## src/rtl/secl_pkg.sv

```systemverilog
// Purpose: shared constants and types of the serial EEPROM configuration loader
// Assumes: 10 MHz core clock; one 7-bit EEPROM address on the master SMBus
// Notes: block layout (little endian): [addr lo][type:2, addr hi:6] then payload
package secl_pkg;
  // ----------------------------------------------------------------
  // timing
  // ----------------------------------------------------------------
  localparam int unsigned CLK_PERIOD_NS = 100;
  localparam int unsigned SMB_BIT_NS = 10000;
  // one SMBus bit is four quarter phases; longest time rounds down
  localparam int unsigned SMB_QTR_CYC = SMB_BIT_NS / (4 * CLK_PERIOD_NS);

  // ----------------------------------------------------------------
  // register map (byte offsets on the Avalon slave)
  // ----------------------------------------------------------------
  localparam logic [3:0] OFF_STATUS = 4'h0;
  localparam logic [3:0] OFF_CONTROL = 4'h4;
  localparam logic [3:0] OFF_SWITCH_CONTROL_REG = 4'h8;
  localparam int STS_DONE = 0;
  localparam int STS_UNMAPPED = 1;
  localparam int STS_ICS = 2;
  localparam int STS_NACK = 3;
  localparam int STS_ARB = 4;
  localparam int STS_MISC = 5;
  localparam int STS_BUSY = 6;
  localparam int CTL_IGN_CSUM = 0;
  localparam int SWC_HALT = 0;
  localparam logic RST_IGN_CSUM = 1'b0;
  localparam logic RST_HALT = 1'b0;

  // ----------------------------------------------------------------
  // block format and bus constants
  // ----------------------------------------------------------------
  localparam logic [1:0] BLK_SINGLE = 2'h0;
  localparam logic [1:0] BLK_SEQ = 2'h1;
  localparam logic [1:0] BLK_BAD = 2'h2;
  localparam logic [1:0] BLK_DONE = 2'h3;
  localparam int TYPE_LSB = 6;
  localparam int DW_ADDR_W = 14;
  localparam logic [7:0] CSUM_GOOD = 8'hff;
  localparam logic [15:0] EE_ADDR_LAST = 16'hffff;
  localparam logic [4:0] ARB_LIMIT = 5'h10;
  localparam logic [2:0] DEV_ADDR_HI = 3'h5;
  localparam logic SMB_RD = 1'b1;
  localparam logic SMB_WR = 1'b0;
  localparam logic [7:0] EE_MODE_MASK = 8'h0f;

  typedef enum logic [3:0] {
    S_IDLE, S_START, S_TXBIT, S_TXACK, S_RXBIT, S_PARSE, S_WRCHK, S_RXACK, S_STOP, S_DONE
  } secl_state_t;

  typedef enum logic [2:0] {
    P_HDR0, P_HDR1, P_CNT0, P_CNT1, P_DATA
  } secl_parse_t;
endpackage : secl_pkg

```

## src/rtl/secl_loader.sv

```systemverilog
// Purpose: reads configuration blocks from a serial EEPROM and writes register dwords
// Assumes: reg_hit_in decodes reg_addr_out combinationally in the same clock domain
// Notes: Avalon-MM slave holds status, control and switch control words
//
// Added by the designer: the placing of the registers and the Avalon-MM interface to the registers.
`timescale 1ns/1ns

module secl_loader #(
  parameter int QTR_CYC = secl_pkg::SMB_QTR_CYC,
  parameter logic [7:0] MODE_MASK = secl_pkg::EE_MODE_MASK
) (
  input wire logic clock_in,
  input wire logic rst_b_in,
  input wire logic init_req_in,
  input wire logic [2:0] switch_operating_mode_in,
  input wire logic [3:0] eeprom_addr_straps_in,
  input wire logic smb_clk_in,
  output logic smb_clk_out,
  output logic smb_clk_oe_out,
  input wire logic smb_data_in,
  output logic smb_data_out,
  output logic smb_data_oe_out,
  output logic reg_wr_out,
  output logic [15:0] reg_addr_out,
  output logic [31:0] reg_data_out,
  input wire logic reg_hit_in,
  output logic reset_halt_out,
  output logic eeprom_load_done_out,
  input wire logic [3:0] avs_address_in,
  input wire logic avs_read_in,
  input wire logic avs_write_in,
  input wire logic [31:0] avs_writedata_in,
  output logic [31:0] avs_readdata_out,
  output logic avs_waitrequest_out
);
  import secl_pkg::*;

  typedef struct packed {
    secl_state_t st;
    secl_parse_t ps;
    logic [1:0] ph;
    logic [7:0] qcnt;
    logic [2:0] bitn;
    logic [2:0] step;
    logic [7:0] shreg;
    logic ack_nack;
    logic sda_smp;
    logic [15:0] ee_addr;
    logic [7:0] sum;
    logic [4:0] arb_cnt;
    logic [DW_ADDR_W-1:0] dw_addr;
    logic [15:0] dw_cnt;
    logic [31:0] data;
    logic [1:0] bidx;
    logic scl_oe;
    logic sda_oe;
    logic wr;
    logic [15:0] wr_addr;
    logic done;
    logic unmapped;
    logic ics;
    logic nack;
    logic arb;
    logic misc;
    logic ign_csum;
    logic halt;
    logic av_wait;
    logic [31:0] av_rdata;
    logic [2:0] sda_sy;
    logic sda_f;
    logic [2:0] scl_sy;
    logic scl_f;
    logic [2:0] init_sy;
    logic init_f;
    logic init_prev;
    logic [2:0][2:0] mode_sy;
    logic [2:0] mode_f;
    logic [2:0][3:0] strap_sy;
    logic [3:0] strap_f;
  } secl_regs_t;

  secl_regs_t q;
  secl_regs_t d;
  logic [1:0] rst_pipe_q;
  logic rst_n;

  // ----------------------------------------------------------------
  // reset release
  // ----------------------------------------------------------------
  always_ff @(posedge clock_in or negedge rst_b_in) begin
    if (!rst_b_in) begin
      rst_pipe_q <= 2'h0;
    end else begin
      rst_pipe_q <= {rst_pipe_q[0], 1'b1};
    end
  end
  assign rst_n = rst_pipe_q[1];

  // ----------------------------------------------------------------
  // next state
  // ----------------------------------------------------------------
  always_comb begin
    logic tick;
    logic stall;
    logic req;
    logic e_ics;
    logic e_nack;
    logic e_arb;
    logic e_misc;
    logic fin;
    logic [7:0] b;
    logic [7:0] nsum;
    tick = 1'b0;
    stall = 1'b0;
    req = 1'b0;
    e_ics = 1'b0;
    e_nack = 1'b0;
    e_arb = 1'b0;
    e_misc = 1'b0;
    fin = 1'b0;
    b = q.shreg;
    nsum = q.sum + q.shreg;
    d = q;
    d.wr = 1'b0;

    // pins pass three flops; a change counts once stages two and three agree
    d.sda_sy = {q.sda_sy[1:0], smb_data_in};
    d.scl_sy = {q.scl_sy[1:0], smb_clk_in};
    d.init_sy = {q.init_sy[1:0], init_req_in};
    d.mode_sy = {q.mode_sy[1:0], switch_operating_mode_in};
    d.strap_sy = {q.strap_sy[1:0], eeprom_addr_straps_in};
    if (q.sda_sy[1] == q.sda_sy[2]) d.sda_f = q.sda_sy[2];
    if (q.scl_sy[1] == q.scl_sy[2]) d.scl_f = q.scl_sy[2];
    if (q.init_sy[1] == q.init_sy[2]) d.init_f = q.init_sy[2];
    if (q.mode_sy[1] == q.mode_sy[2]) d.mode_f = q.mode_sy[2];
    if (q.strap_sy[1] == q.strap_sy[2]) d.strap_f = q.strap_sy[2];
    d.init_prev = q.init_f;

    // Avalon slave: one wait cycle, answer with waitrequest low
    req = avs_read_in | avs_write_in;
    if (q.av_wait && req) begin
      d.av_wait = 1'b0;
      case (avs_address_in)
        OFF_STATUS: d.av_rdata = {25'h0, q.st != S_IDLE, q.misc, q.arb, q.nack, q.ics,
                                  q.unmapped, q.done};
        OFF_CONTROL: d.av_rdata = {31'h0, q.ign_csum};
        OFF_SWITCH_CONTROL_REG: d.av_rdata = {31'h0, q.halt};
        default: d.av_rdata = 32'h0;
      endcase
    end else begin
      d.av_wait = 1'b1;
    end
    // status bits 0 to 5 are write-one-to-clear, busy is read-only; hardware sets below win
    if (req && !q.av_wait && avs_write_in) begin
      case (avs_address_in)
        OFF_STATUS: begin
          if (avs_writedata_in[STS_DONE]) d.done = 1'b0;
          if (avs_writedata_in[STS_UNMAPPED]) d.unmapped = 1'b0;
          if (avs_writedata_in[STS_ICS]) d.ics = 1'b0;
          if (avs_writedata_in[STS_NACK]) d.nack = 1'b0;
          if (avs_writedata_in[STS_ARB]) d.arb = 1'b0;
          if (avs_writedata_in[STS_MISC]) d.misc = 1'b0;
        end
        OFF_CONTROL: d.ign_csum = avs_writedata_in[CTL_IGN_CSUM];
        OFF_SWITCH_CONTROL_REG: d.halt = avs_writedata_in[SWC_HALT];
        default: ;
      endcase
    end

    // quarter-bit timebase; a slave holding the clock low stretches phase two
    tick = (q.qcnt == 8'h0);
    d.qcnt = tick ? 8'(QTR_CYC - 1) : q.qcnt - 8'h1;
    stall = (q.ph == 2'h2) && !q.scl_oe && !q.scl_f;
    if (tick && !stall && q.st != S_IDLE && q.st != S_PARSE && q.st != S_WRCHK)
      d.ph = q.ph + 2'h1;
    if (stall) d.ph = q.ph;

    case (q.st)
      S_IDLE: begin
        d.scl_oe = 1'b0;
        d.sda_oe = 1'b0;
        if (q.init_f && !q.init_prev && MODE_MASK[q.mode_f]) begin
          d.st = S_START;
          d.ph = 2'h0;
          d.step = 3'h0;
          d.ee_addr = 16'h0;
          d.sum = 8'h0;
          d.arb_cnt = 5'h0;
          d.ps = P_HDR0;
        end
      end
      S_START: if (tick) begin
        case (q.ph)
          2'h0: d.sda_oe = 1'b0;
          2'h1: d.scl_oe = 1'b0;
          2'h2: if (!stall) d.sda_oe = 1'b1;
          default: begin
            d.scl_oe = 1'b1;
            d.st = S_TXBIT;
            d.bitn = 3'h7;
            d.shreg = {DEV_ADDR_HI, q.strap_f, (q.step == 3'h3) ? SMB_RD : SMB_WR};
          end
        endcase
      end
      S_TXBIT: if (tick && !stall) begin
        case (q.ph)
          2'h0: d.sda_oe = ~q.shreg[7];
          2'h1: d.scl_oe = 1'b0;
          2'h2: begin
            d.sda_smp = q.sda_f;
            if (q.shreg[7] && !q.sda_f) begin
              // lost to another master: retry the whole access at once, until the sixteenth loss in a row (ARB_LIMIT) aborts
              d.sda_oe = 1'b0;
              d.arb_cnt = q.arb_cnt + 5'h1;
              d.ph = 2'h0;
              d.step = 3'h0;
              d.st = S_START;
              if (q.arb_cnt + 5'h1 == ARB_LIMIT) e_arb = 1'b1;
            end
          end
          default: begin
            d.scl_oe = 1'b1;
            d.shreg = {q.shreg[6:0], 1'b0};
            if (q.sda_f != q.sda_smp) e_misc = 1'b1;
            else if (q.bitn == 3'h0) d.st = S_TXACK;
            d.bitn = q.bitn - 3'h1;
          end
        endcase
      end
      S_TXACK: if (tick && !stall) begin
        case (q.ph)
          2'h0: d.sda_oe = 1'b0;
          2'h1: d.scl_oe = 1'b0;
          2'h2: begin
            d.sda_smp = q.sda_f;
            if (q.sda_f) e_nack = 1'b1;
          end
          default: begin
            d.scl_oe = 1'b1;
            d.arb_cnt = 5'h0;
            d.step = q.step + 3'h1;
            d.bitn = 3'h7;
            if (q.sda_f != q.sda_smp) e_misc = 1'b1;
            else begin
              case (q.step)
                3'h0: begin
                  d.shreg = q.ee_addr[15:8];
                  d.st = S_TXBIT;
                end
                3'h1: begin
                  d.shreg = q.ee_addr[7:0];
                  d.st = S_TXBIT;
                end
                3'h2: d.st = S_START;
                default: d.st = S_RXBIT;
              endcase
            end
          end
        endcase
      end
      S_RXBIT: if (tick && !stall) begin
        case (q.ph)
          2'h0: d.sda_oe = 1'b0;
          2'h1: d.scl_oe = 1'b0;
          2'h2: begin
            d.sda_smp = q.sda_f;
            d.shreg = {q.shreg[6:0], q.sda_f};
          end
          default: begin
            d.scl_oe = 1'b1;
            if (q.sda_f != q.sda_smp) e_misc = 1'b1;
            else if (q.bitn == 3'h0) d.st = S_PARSE;
            d.bitn = q.bitn - 3'h1;
          end
        endcase
      end
      S_PARSE: begin
        d.sum = nsum;
        d.ee_addr = q.ee_addr + 16'h1;
        d.st = S_RXACK;
        d.ph = 2'h0;
        case (q.ps)
          P_HDR0: begin
            d.dw_addr[7:0] = b;
            d.ps = P_HDR1;
          end
          P_HDR1: begin
            d.dw_addr[DW_ADDR_W-1:8] = b[DW_ADDR_W-9:0];
            d.bidx = 2'h0;
            case (b[TYPE_LSB +: 2])
              BLK_SINGLE: begin
                d.dw_cnt = 16'h1;
                d.ps = P_DATA;
              end
              BLK_SEQ: d.ps = P_CNT0;
              BLK_DONE: begin
                fin = 1'b1;
                if (!q.ign_csum && nsum != CSUM_GOOD) e_ics = 1'b1;
              end
              default: e_ics = 1'b1;
            endcase
          end
          P_CNT0: begin
            d.dw_cnt[7:0] = b;
            d.ps = P_CNT1;
          end
          P_CNT1: begin
            d.dw_cnt[15:8] = b;
            d.ps = ({b, q.dw_cnt[7:0]} == 16'h0) ? P_HDR0 : P_DATA;
          end
          default: begin
            d.data[q.bidx * 8 +: 8] = b;
            d.bidx = q.bidx + 2'h1;
            if (q.bidx == 2'h3) begin
              d.st = S_WRCHK;
              d.wr_addr = {q.dw_addr, 2'b00};
            end
          end
        endcase
        if (!fin && q.ee_addr == EE_ADDR_LAST) e_ics = 1'b1;
        d.ack_nack = fin | e_ics;
        if (e_ics) d.st = S_RXACK;
      end
      S_WRCHK: begin
        if (reg_hit_in) d.wr = 1'b1;
        else d.unmapped = 1'b1;
        d.dw_addr = q.dw_addr + DW_ADDR_W'(1);
        d.dw_cnt = q.dw_cnt - 16'h1;
        if (q.dw_cnt == 16'h1) d.ps = P_HDR0;
        d.st = S_RXACK;
      end
      S_RXACK: if (tick && !stall) begin
        case (q.ph)
          2'h0: d.sda_oe = ~q.ack_nack;
          2'h1: d.scl_oe = 1'b0;
          2'h2: ;
          default: begin
            d.scl_oe = 1'b1;
            d.bitn = 3'h7;
            d.st = q.ack_nack ? S_STOP : S_RXBIT;
          end
        endcase
      end
      S_STOP: if (tick && !stall) begin
        case (q.ph)
          2'h0: d.sda_oe = 1'b1;
          2'h1: d.scl_oe = 1'b0;
          2'h2: d.sda_oe = 1'b0;
          default: d.st = S_DONE;
        endcase
      end
      S_DONE: begin
        d.done = 1'b1;
        d.st = S_IDLE;
      end
      default: d.st = S_IDLE;
    endcase

    // aborts: bus errors end with a STOP, arbitration loss just lets go
    if (e_ics) d.ics = 1'b1;
    if (e_nack) d.nack = 1'b1;
    if (e_misc) d.misc = 1'b1;
    if (e_arb) d.arb = 1'b1;
    if (e_ics | e_nack | e_misc | e_arb) d.halt = 1'b1;
    if (e_nack | e_misc) begin
      d.scl_oe = 1'b1;
      d.ph = 2'h0;
      d.st = S_STOP;
    end
    if (e_arb) begin
      d.scl_oe = 1'b0;
      d.sda_oe = 1'b0;
      d.st = S_DONE;
    end
  end

  // ----------------------------------------------------------------
  // state register
  // ----------------------------------------------------------------
  always_ff @(posedge clock_in or negedge rst_n) begin
    if (!rst_n) begin
      q <= '0;
      q.st <= S_IDLE;
      q.ps <= P_HDR0;
      q.ign_csum <= RST_IGN_CSUM;
      q.halt <= RST_HALT;
      q.av_wait <= 1'b1;
      q.sda_sy <= 3'h7;
      q.sda_f <= 1'b1;
      q.scl_sy <= 3'h7;
      q.scl_f <= 1'b1;
    end else begin
      q <= d;
    end
  end

  assign smb_clk_out = 1'b0;
  assign smb_data_out = 1'b0;
  assign smb_clk_oe_out = q.scl_oe;
  assign smb_data_oe_out = q.sda_oe;
  assign reg_wr_out = q.wr;
  assign reg_addr_out = q.wr_addr;
  assign reg_data_out = q.data;
  assign reset_halt_out = q.halt;
  assign eeprom_load_done_out = q.done;
  assign avs_readdata_out = q.av_rdata;
  assign avs_waitrequest_out = q.av_wait;
endmodule : secl_loader

```

## config.mk

```make
export PLATFORM = sky130hd
export DESIGN_NAME = secl_loader
export DESIGN_NICKNAME = d
export VERILOG_FILES = /design/src/rtl/secl_pkg.sv /design/src/rtl/secl_loader.sv
export SDC_FILE = /design/constraint.sdc
export NUM_CORES = 1
export LEC_CHECK = 0
export BUFFER_PORTS_ARGS = -buffer_cell sky130_fd_sc_hd__buf_2
export CORE_ASPECT_RATIO = 1.4
export CORE_MARGIN = 3
export CORE_UTILIZATION = 30
export CTS_BUF_LIST = sky130_fd_sc_hd__clkbuf_8
export DETAILED_ROUTE_END_ITERATION = 8
export PLACE_DENSITY = 0.53
export SYNTH_ARGS = -nofsm -noshare
export SYNTH_HDL_FRONTEND = slang
export SYNTH_SLANG_ARGS = --single-unit
```

## constraint.sdc

```tcl
create_clock -name clock_in -period 6.8 [get_ports clock_in]
set_clock_uncertainty 0.15 [all_clocks]
set_input_delay 0.34 -clock clock_in [delete_from_list [all_inputs] [get_ports clock_in]]
set_output_delay 0.34 -clock clock_in [all_outputs]
set_load 0.1 [all_outputs]
```

### Word level (Yosys, flattened, before mapping)

Memory sizes are Yosys's and may differ from the RTL's.
Index checks and enable logic that the tools add are counted.

* flip-flop bits (word level): 227
* bits in latches: 0
* bits in writable memories: 0
* ROM bits: 8
* output and inout port bits: 88
* memories kept: 1

Memory list
* (no name shown): depth 8, width 1, read ports 1, clocked after Yosys merged registers in 0, write ports 0, RTL line secl_loader.sv:182 `if (q.init_f && !q.init_prev && MODE_MASK[q.mode_f]) begin`

* add/subtract/negate cells: 11
* $mul: 0
* div/mod/pow operators: 0
* magnitude comparators: 1
* equal/unequal tests: 89
* shift-type cells: 2
* multiplexer cells: 140
* bitwise gates (word level): 10
* reduce and logical (&&, ||, !) cells: 89

Operator list (count)
* $ne A4 B4 Y1 const B: 21
* $mux W4: 20
* $mux W8: 9
* $pmux W30 S2: 1
* $mux W1: 51
* $pmux W24 S2: 1
* $pmux W8 S2: 3
* $mux W14: 3
* $reduce_bool A2 Y1: 19
* $pmux W4 S9: 1
* $neg A5 Y34: 1
* $shift A8 B34 Y32 const A: 1
* $shiftx A8 B34 Y32: 1
* $bwmux W32: 1
* $pmux W8 S4: 1
* $mux W3: 10
* $mux W29: 1
* $ne A2 B2 Y1 const B: 14
* $reduce_and A3 Y1: 9
* $mux W5: 5
* $mux W2: 12
* $pmux W7 S3: 1
* $reduce_and A7 Y1: 3
* $eq A4 B3 Y1 const B: 5
* 69 further kinds: 148

### Logic depth before layout (Yosys ltp)

Gate-level depths: netlist (run 1).

* depth in word-level cells: 15
* gate-level depth with buffers: 11
* depth with buffers taken out: 9

### Least setup slack after synthesis (run 1)

Ideal clock, no wire load.

* path type: register to register
* start point: register q (netlist bit smb_clk_oe_out)
* end point: register q[223] (netlist name)
* setup time: 0.128 ns
* arrival: 2.592 ns
* path slack: 3.931 ns
* cell stages (with the launch flop): 8
* path buffers: 0
* clock period less this slack: 2.869 ns
* cells stage by stage: dfrtp_1 nor3b_1 nand3b_2 nor3_2 nand3_1 a21oi_1 o221ai_1 mux2_1

* word-level cells in the longest chain between the ends: 10

RTL lines
* start, declared: RTL line secl_loader.sv:82 `secl_regs_t q;`
* $logic_not A1 Y1 (*): RTL line secl_loader.sv:173 `stall = (q.ph == 2'h2) && !q.scl_oe && !q.scl_f;`
* $logic_and A1 B1 Y1 (*) (2 in a row): RTL line secl_loader.sv:173
* $logic_not A1 Y1 (*)
* $logic_and A1 B1 Y1 (*)
* $mux W1 (on tied branches): RTL line secl_loader.sv:230, secl_loader.sv:205
* $mux W1 (on tied branches)
* $or A1 B1 Y1: RTL line secl_loader.sv:365 `if (e_nack | e_misc) begin`
* $ne A5 B5 Y1 (no line), or another cell as far along
* $reduce_and A19 Y1 (no line) / $mux W4 (equally long branches)

Every way passes the cells marked *; elsewhere a longest branch is shown, timed or not.
A chain may end at the register's enable or synchronous reset.

### Worst setup path after layout (run 1)

* start point: register q[218] (netlist name)
* end point: register q[223] (netlist name)

* word-level cells in the longest chain between the ends: 10

RTL lines (RTL line)
* $eq A2 B2 Y1
* $logic_and A1 B1 Y1 (2 in a row): secl_loader.sv:173
* $logic_not A1 Y1
* $logic_and A1 B1 Y1
* $mux W1 (on tied branches): secl_loader.sv:230, secl_loader.sv:205
* $mux W1 (on tied branches)
* $or A1 B1 Y1: secl_loader.sv:365
* $ne A5 B5 Y1 (no line), or another cell as far along
* $reduce_and A19 Y1 (no line) / $mux W4 (equally long branches)

Several ways; a longest one is shown, not always the timed one. The select of a mux whose other input is x is not followed.

==> flow_summary.toml, run 1 <==
[outcome]
status = "finished clean"

[sta]
period_minus_slack_ps = 3632
worst_pin_slew_ps = 974.1
setup_viol = 0
hold_viol_final = 0
slew-limit-headroom_pct = 34.56
max_freq_ghz = 0.2753
fin_setup_tns_ps = 0
period_share_pct = 53.42
drv_slew = 0
rsz0062_at_grt = "no"

[floorplanning]
boundaryPins = 139
die-area_um2 = 37730
die_x_um = 165.0
initial_core_util_pct = 30.76
die_height_um = 228.6
rows = 80
core_area_um2 = 34530

[detailed_routing]
drc = 0
routed_wl_um = 25730
wire_per_inst_um = 15.60
drt-vias-per-instance = 5.009
ant_nets = 0
vias = 8260
drt-pass1-iter-count = 6
drt_iter0_markers = 793

[yosys]
synth-edff-count = 0
synthesis.area_um2 = 10620
synthDominantAreaCellType = "dfrtp_1"
syn-mean-instance-area_um2 = 9.196
synth-async-reset-ratio_pct = 100.0
ys_warn_count = 0
synth_area_leaders = "dfrtp_1, nand2_1, buf_4"
synth_most_common_cell = "dfrtp_1"
synthFlopType = "dfrtp_1"
syn_inst = 1155
synth_common_cells = "dfrtp_1, nand2_1, o21ai_1"
synth-seq-area-share_pct = 47.23
ys_seq_elements = 200
synth_top_area_share_pct = 45.00
synth_cell_types = 75

[critical_path]
critPathArrivalTime_ps = 3840
worstPathMaxFanout = 13
startpoint_type = "flop"
critPathLaunch = "q[218]"
required_ps = 7010
endpoint_kind = "flop"
worst-r2r-setup-slack_ps = 3170
r2r_start = "q[218]"
ff2ff_path_depth = 9
path_class = "flop to flop"
r2r_end = "q[223]"
endpoint = "q[223]"

[placement]
routabilityCongestion = 0.8824
port_buffers = 83
postPlaceCellArea_um2 = 10990
hpwlAfterDp_um = 17300

[global_routing]
grt_pass1_wl_um = 41810
grt.overflow.total = 0
grt_usage_pct = 13.76
grt_pass1_vias = 7884
antenna_found_initial = 0
grt_max_degree = 130

[power]
powerDensity_nw_per_um2 = 307.7
leakagePower_uw = 0.005193
vdd_ir_drop_max_mv = 0.1244

[finish]
syn_to_final_growth_pct = 9.271
postLayoutCellArea_um2 = 11610
n_fill_cell = 3575
drive_gt1_share_pct = 14.94
diodes = 0
nets = 1267
final_core_util_pct = 33.61

[hold_path]
hp-class = "input pin to flop"

[clock_network]
cts_buffer_depth = 2
cts_buffers = 17
clock_latency_ps = 480
cts_tree = "built"
clk_pin_slew_ps = 110
cts.sinks = 200
cts_max_level = 4
cts_root_buf = "clkbuf_8"

[job]
max_cap_violations = 0
cells in the final DEF (no fill, tap or decap), types with 7 or more instances in the layout:
cell type,Yosys,routed
nand2_1,186,186
conb_1,2,30
o211ai_1,8,8
nand2b_1,7,7
a21oi_1,49,49
a211oi_1,12,12
nor4_1,8,8
inv_1,22,22
nor2_1,80,80
nor3b_1,8,8
buf_2,8,83
o21ai_0,51,51
nand4_1,13,13
a22o_1,7,7
clkbuf_8,0,18
mux2_2,27,27
nor3_1,31,30
dfstp_2,9,9
dlygate4sd3_1,0,22
dfrtp_1,191,190
o21ai_1,84,84
xnor2_1,14,14
ha_1,30,30
or3_1,7,7
mux2i_1,12,12
nand3_1,46,46
buf_4,82,10
layer usage:
layer,GRT usage (%),vias up,part of all wire (%)
li1,-,4009,-
met1,17.17,3984,43
met2,23.31,222,50
met3,2.611,45,4.7
met4,5.245,0,2.5
met5,0,-,0
metrics by stage:
step	instances	total power [µW]	hold WS, ps	setup slack, ps
2_1_floorplan	1183	2490	-105.6	679.8
4_1_cts	1649	3616	36.91	3214
5_1_grt	1649	3830	97.99	2851
3_5_place_dp	1595	2814	-22.91	3211
3_3_place_gp	1595	2802	-24.89	3238
6_report	1649	3571	97.78	3168
cell families after synthesis:
logic type / Yosys count / share of synthesized area [%]
xor+xnor: 19 / 1.567
mux: 45 / 4.630
flops: 200 / 47.23
other cells: 2 / 0.07071
simple gates: 427 / 18.68
buf+inv: 158 / 8.576
compound gates: 270 / 15.24
fa+ha+maj: 34 / 4.005
layout make-up:
class	instances	area, µm²	share of cell area [%]
Inverter	25	93.84	0.8085
Clock buffer	18	247.7	2.135
Clock inverter	14	145.1	1.251
Multi-Input combinational cell	825	4805	41.40
Sequential cell	200	5020	43.25
Tap cell	451	564.3	4.862
Timing Repair Buffer	116	730.7	6.296
state kept, by name, summed over array words and instances (netlist names):
register	flops
smb_clk_oe_out	1
reset_halt_out	1
d	21
q	118
avs_readdata_out	7
avs_waitrequest_out	1
reg_addr_out	14
reg_wr_out	1
reg_data_out	32
rst_pipe_q	2
smb_data_oe_out	1
eeprom_load_done_out	1
worst min-delay path by stage:
stage,endpoint,startpoint,cells past startpoint,slack [ps]
floorplan,rst_pipe_q[0],rst_b_in,0,-110
finish,avs_waitrequest_out,avs_write_in,2,100
detailed placement,rst_pipe_q[0],rst_b_in,1,-20
CTS,avs_waitrequest_out,avs_write_in,2,40
global route,avs_waitrequest_out,avs_write_in,2,100
global placement,rst_pipe_q[0],rst_b_in,1,-20
where the power goes:
part           internal [µW]  leakage (µW)  total (µW)  switching, µW
combinational            403       0.00238        1200            795
sequential              1340       0.00261        1600            261
clock                    287      0.000203         768            481
timing repair:
item | 4_1_cts | 5_1_grt
resized for setup | 0 | 0
hold buffers | 22 | 0
setup buffers | 0 | 0
endpoints found under the hold margin | 23 | 0
setup endpoints to repair | 0 | 0
worst max-delay path, cell delays in order, from the launching register on:
cell      delay (ps)
dfrtp_1          440
inv_1            130
ha_1             500
nor3b_1          700
nand3b_2         370
nor3_2           120
nand3_1          350
nand2_1          140
o221ai_1         270
mux2_1           340
Note: power is estimated with default switching activity, not from simulation.
==> inputs of run 2 (changes only) <==
==> constraint.sdc (replaced) <==
create_clock -name clock_in -period 3.6 [get_ports clock_in]
set_clock_uncertainty 0.15 [all_clocks]
set_input_delay 0.18 -clock clock_in [delete_from_list [all_inputs] [get_ports clock_in]]
set_output_delay 0.18 -clock clock_in [all_outputs]
set_load 0.1 [all_outputs]
==> run 2 against run 1 <==
Net effect:
- register-to-register slack got worse by 2600 ps
- clock-buffer cell count is 1 lower
- setup slack lost 2600 ps
- final cell count is 1.7% higher
- sequential cell count stayed put
- power grew 96%
- routed wire length up 3.0%
- non-clock buffer count increased by 28
- global-route usage up 0.43 points
- critical path type unchanged
==> flow_summary.toml, run 2 (synthesis gave the netlist of run 1 again) <==
[outcome]
status = "finished clean"

[hold_path]
hold_start = "avs_write_in"
holdPathStages = 4
hold_end = "q[75]"
hp-class = "input pin to flop"

[finish]
seqCellArea_um2 = 5020
n_fill_cell = 3605
syn_to_final_growth_pct = 11.87
postLayoutCellArea_um2 = 11880
largest_reg_flops = 118
largest-register = "q"
nets = 1295
layout_commonest_cell = "dfrtp_1"
final_cell_mix = "dfrtp_1, nand2_1, o21ai_1"
drive_gt1_share_pct = 16.56
diodes = 0
multi_input_area_um2 = 4805

[global_routing]
grt_max_degree = 62
antenna_found_initial = 0
grt_pass1_wl_um = 43190
grt.overflow.total = 0
grt_pass1_vias = 8220
grt_usage_pct = 14.18

[critical_path]
required_ps = 3810
cp_slowest_stage_delay_ps = 400
endpoint_kind = "flop"
ff2ff_path_depth = 9
crit_chain = "inv_1, ha_1, nor4b_2, nand2_1, nor2_2, nand2_1, a32oi_1, o221ai_1, mux2_1"
path_class = "flop to flop"
worst-r2r-setup-slack_ps = 610
r2r_end = "q[223]"
crit_path_frequent_cell = "nand2_1"
critPathArrivalTime_ps = 3190
r2r_start = "q[210]"
startpoint_type = "flop"
crit_path_top_delay_cell = "dfrtp_1"
critPathLaunch = "q[210]"
worstPathMaxFanout = 8

[detailed_routing]
ant_nets = 0
drc = 0
drt-vias-per-instance = 4.942
drt_iter0_markers = 616
drt-pass1-iter-count = 5
wire_per_inst_um = 15.80
routed_wl_um = 26490
vias = 8288

[floorplanning]
boundaryPins = 139
initial_core_util_pct = 30.76
die_height_um = 228.6
die_x_um = 165.0
die-area_um2 = 37730
core_area_um2 = 34530
rows = 80

[clock_network]
cts_tree = "built"
cts_buffer_depth = 2
cts_resized = 0
clk_pin_slew_ps = 100
clock_latency_ps = 480
postCtsSetupRepairBufs = 0
cts.sinks = 200
postCtsHoldBufs = 26
cts_max_level = 4
cts_root_buf = "clkbuf_8"
cts_buffers = 17

[placement]
postPlaceCellArea_um2 = 11190
port_buffers = 83
routabilityCongestion = 0.8784
hpwlAfterDp_um = 18830

[sta]
worst_pin_slew_ps = 961.8
setup_viol = 0
period_share_pct = 82.97
fin_setup_tns_ps = 0
max_freq_ghz = 0.3348
drv_slew = 0
slew-limit-headroom_pct = 35.74
hold_viol_final = 0
period_minus_slack_ps = 2987
rsz0062_at_grt = "no"

[power]
p_seq_share_pct = 41.2
p_clk_share_pct = 22.5
powerDensity_nw_per_um2 = 589.0
intPower_uw = 4098
vdd_ir_drop_max_mv = 0.2460
switching_share_pct = 41.46
leakagePower_uw = 0.005345
pwr-share-comb_pct = 36.3
p_switching_uw = 2902

[job]
max_cap_violations = 0
-- run 2: area by class of cell --
type	instances	share of cell area, %
clock buffers	17	1.969
clock inverters	15	1.706
inverters	25	0.7897
multi-input cells	825	40.43
flip-flops and latches	200	42.25
well taps	451	4.749
repair buffers	144	8.108
-- run 2: power by group through the flow --
stage	sequential, µW	clock, µW	combinational [µW]
final	2880	1580	2540
after global routing	2930	1720	2810
after CTS	2890	1650	2540
after detailed placement	2930	0	2500
after global placement	2920	0	2490
after floorplan	2900	0	1800
-- run 2: critical path, delay by kind of cell (launching register included) --
kind | cells | cell delay [ps]
AOI/OAI and AO/OA | 2 | 460
adders and majority gates | 1 | 210
buffers and inverters | 1 | 60
DFF | 1 | 400
muxes | 1 | 350
and+or+nand+nor | 4 | 1240
-- run 2: worst max-delay path by stage --
| stage | to | slack (ps) | depth (start not counted) |
|---|---|---|---|
| final | q[223] | 610 | 9 |
| after global routing | q[169] | 450 | 9 |
| after CTS | q[169] | 630 | 9 |
| after detailed placement | q[169] | 640 | 9 |
| after global placement | q[169] | 650 | 9 |
| after floorplan | avs_readdata_out[0] | 160 | 0 |
-- run 2: stage by stage --
stage	power [µW]	cells	hold slack [ps]	worst slack [ps]	utilization, %
after floorplan	4702	1183	-265.6	163.3	-
after global placement	5406	1619	-183.6	647.4	32.39
after detailed placement	5431	1619	-182.8	642.6	32.39
after CTS	7076	1677	47.85	627.8	34.41
after global routing	7468	1677	86.57	451.6	34.41
final	6999	1677	88.80	613.1	34.41
-- run 2: metal layers --
metal  vias up  part of all wire, %  wire, µm  GRT usage (%)
met5         -                    0         0              0
met4         0                  1.7       461          3.803
met3        33                  3.4       909          2.049
met2       180                   52     13750          25.33
met1      4010                   43     11370          17.65
li1       4065                    -         -              -
==> inputs of run 3 (changes only) <==
--- a/config.mk
+++ b/config.mk
@@ -11,7 +11,7 @@
 export CORE_UTILIZATION = 30
 export CTS_BUF_LIST = sky130_fd_sc_hd__clkbuf_8
 export DETAILED_ROUTE_END_ITERATION = 8
-export PLACE_DENSITY = 0.53
+export PLACE_DENSITY = 0.55
 export SYNTH_ARGS = -nofsm -noshare
 export SYNTH_HDL_FRONTEND = slang
 export SYNTH_SLANG_ARGS = --single-unit
==> constraint.sdc (replaced) <==
create_clock -name clock_in -period 2.7 [get_ports clock_in]
set_clock_uncertainty 0.15 [all_clocks]
set_input_delay 0.135 -clock clock_in [delete_from_list [all_inputs] [get_ports clock_in]]
set_output_delay 0.135 -clock clock_in [all_outputs]
set_load 0.1 [all_outputs]
==> run 3 against run 2 <==
Net effect:
- global-route usage about the same
- first-iteration DRC count up 12%
- largest cell class unchanged
- die area unchanged
- design area increased by 3.1%
- fmax rose by 16%
- non-clock buffer count rose by 41
- critical endpoint is now reset_halt_out
- sequential share of layout area decreased by 1.3 points
- power rose by 33%
==> flow_summary.toml, run 3 (synthesis gave the netlist of run 1 again) <==
[detailed_routing]
ant_nets = 0
routed_wl_um = 26740
drt-pass1-iter-count = 5
vias = 8573
drt_iter0_markers = 689
drt-vias-per-instance = 4.990
drc = 0
wire_per_inst_um = 15.57

[finish]
seqCellArea_um2 = 5021
postLayoutCellArea_um2 = 12250
diodes = 0
drive_gt1_share_pct = 19.65
syn_to_final_growth_pct = 15.34
largest_reg_flops = 118
multi_input_area_um2 = 4871
largest-register = "q"
n_fill_cell = 3509
final_core_util_pct = 35.47
final_cell_mix = "dfrtp_1, nand2_1, o21ai_1, buf_2, nor2_1"
nets = 1336
layout_commonest_cell = "dfrtp_1"

[critical_path]
required_ps = 2910
startpoint_type = "flop"
endpoint_kind = "flop"
worstPathMaxFanout = 3
critPathLaunch = "q[170]"
ff2ff_path_depth = 10
critPathArrivalTime_ps = 2780
endpoint = "reset_halt_out"
r2r_end = "reset_halt_out"
path_class = "flop to flop"
worst-r2r-setup-slack_ps = 120
r2r_start = "q[170]"

[global_routing]
grt.overflow.total = 0
grt_pass1_vias = 8316
grt_pass1_wl_um = 43280
antenna_found_initial = 0
grt_usage_pct = 14.19
grt_max_degree = 44

[clock_network]
cts_max_level = 4
cts_root_buf = "clkbuf_8"
clock_latency_ps = 480
cts_buffer_depth = 2
clk_pin_slew_ps = 110
postCtsSetupRepairBufs = 0
cts.sinks = 200
cts_buffers = 17
cts_tree = "built"

[floorplanning]
boundaryPins = 139
rows = 80
initial_core_util_pct = 30.76
core_area_um2 = 34530
die-area_um2 = 37730
die_height_um = 228.6
die_x_um = 165.0

[hold_path]
hp-class = "input pin to flop"

[power]
powerDensity_nw_per_um2 = 759.3
total_power_uw = 9302
leakagePower_uw = 0.005544
vdd_ir_drop_max_mv = 0.3467

[sta]
period_minus_slack_ps = 2576
max_freq_ghz = 0.3883
setup_viol = 0
hold_viol_final = 0
slew-limit-headroom_pct = 33.88
period_share_pct = 95.39
drv_slew = 0
holdWs_ps = 71.48
worst_pin_slew_ps = 991.8

[placement]
postPlaceCellArea_um2 = 11500
port_buffers = 83
routabilityCongestion = 0.8973
hpwlAfterDp_um = 19120

[outcome]
status = "finished clean"

[job]
max_cap_violations = 0
run 3: cell types whose count changed in the layout (fill, tap and decap cells not counted), moves of 2 or more:
| cell | delta |
|---|---|
| a21oi_1 | -2 |
| a21oi_2 | +2 |
| buf_12 | +2 |
| buf_4 | +36 |
| bufinv_16 | -3 |
| clkinv_4 | +2 |
| clkinv_8 | +3 |
| dlygate4sd3_1 | +3 |
| inv_6 | -3 |
| nor3_1 | -2 |
| nor3_2 | +2 |
| nor4b_2 | -2 |
| nor4b_4 | +2 |
run 3: where the power goes:
group / switching [µW] / leakage, µW / total (µW) / internal (µW)
logic: 2360 / 0.00274 / 3600 / 1230
registers: 417 / 0.00261 / 3810 / 3390
clock network: 1200 / 0.000199 / 1900 / 694
run 3: through the flow:
step           setup slack, ps  TNS, ps  cells
2_1_floorplan            96.04        0   1183
5_1_grt                 -15.84   -15.84   1718
3_3_place_gp             85.35        0   1657
4_1_cts                  14.86        0   1718
6_report                 124.5        0   1718
3_5_place_dp             46.26        0   1657
run 3: critical path, stage by stage (launching register included):
cell and delay [ps]:
dfrtp_1 400, ha_1 240, fa_1 420, a21oi_2 210, o211ai_1 120, a21oi_1 200
xnor2_1 180, nand3_2 160, a21oi_2 170, buf_4 130, nand4_1 80
run 3: per-layer routing:
| layer | share of wire [%] | global-route usage (%) | up-vias |
|---|---|---|---|
| met5 | 0 | 0 | - |
| met4 | 1.7 | 3.803 | 0 |
| met3 | 4.9 | 2.175 | 36 |
| met2 | 51 | 25.21 | 249 |
| met1 | 42 | 17.70 | 4136 |
| li1 | - | - | 4152 |
run 3: layout make-up:
type,count,share of cell area (%)
clock buffer,17,1.910
clock inverter,15,1.328
inverter,25,0.7660
multi-input combinational,825,39.76
sequential,200,40.99
tap,451,4.606
timing repair buffer,185,10.64
run 3: worst min path at each step:
| stage | start | cells past startpoint | slack (ps) | to |
|---|---|---|---|---|
| after floorplan | rst_b_in | 0 | -310 | rst_pipe_q[0] |
| after global placement | rst_b_in | 1 | -230 | rst_pipe_q[0] |
| after detailed placement | rst_b_in | 1 | -230 | rst_pipe_q[0] |
| after CTS | avs_address_in[1] | 5 | 30 | reset_halt_out |
| after global routing | avs_address_in[1] | 5 | 70 | reset_halt_out |
| final | avs_address_in[1] | 5 | 70 | reset_halt_out |
run 3: timing repair:
item                       CTS  global route
hold buffers                29             0
resized for setup            0            13
hold endpoints to repair    29             0
setup endpoints to repair    0            12
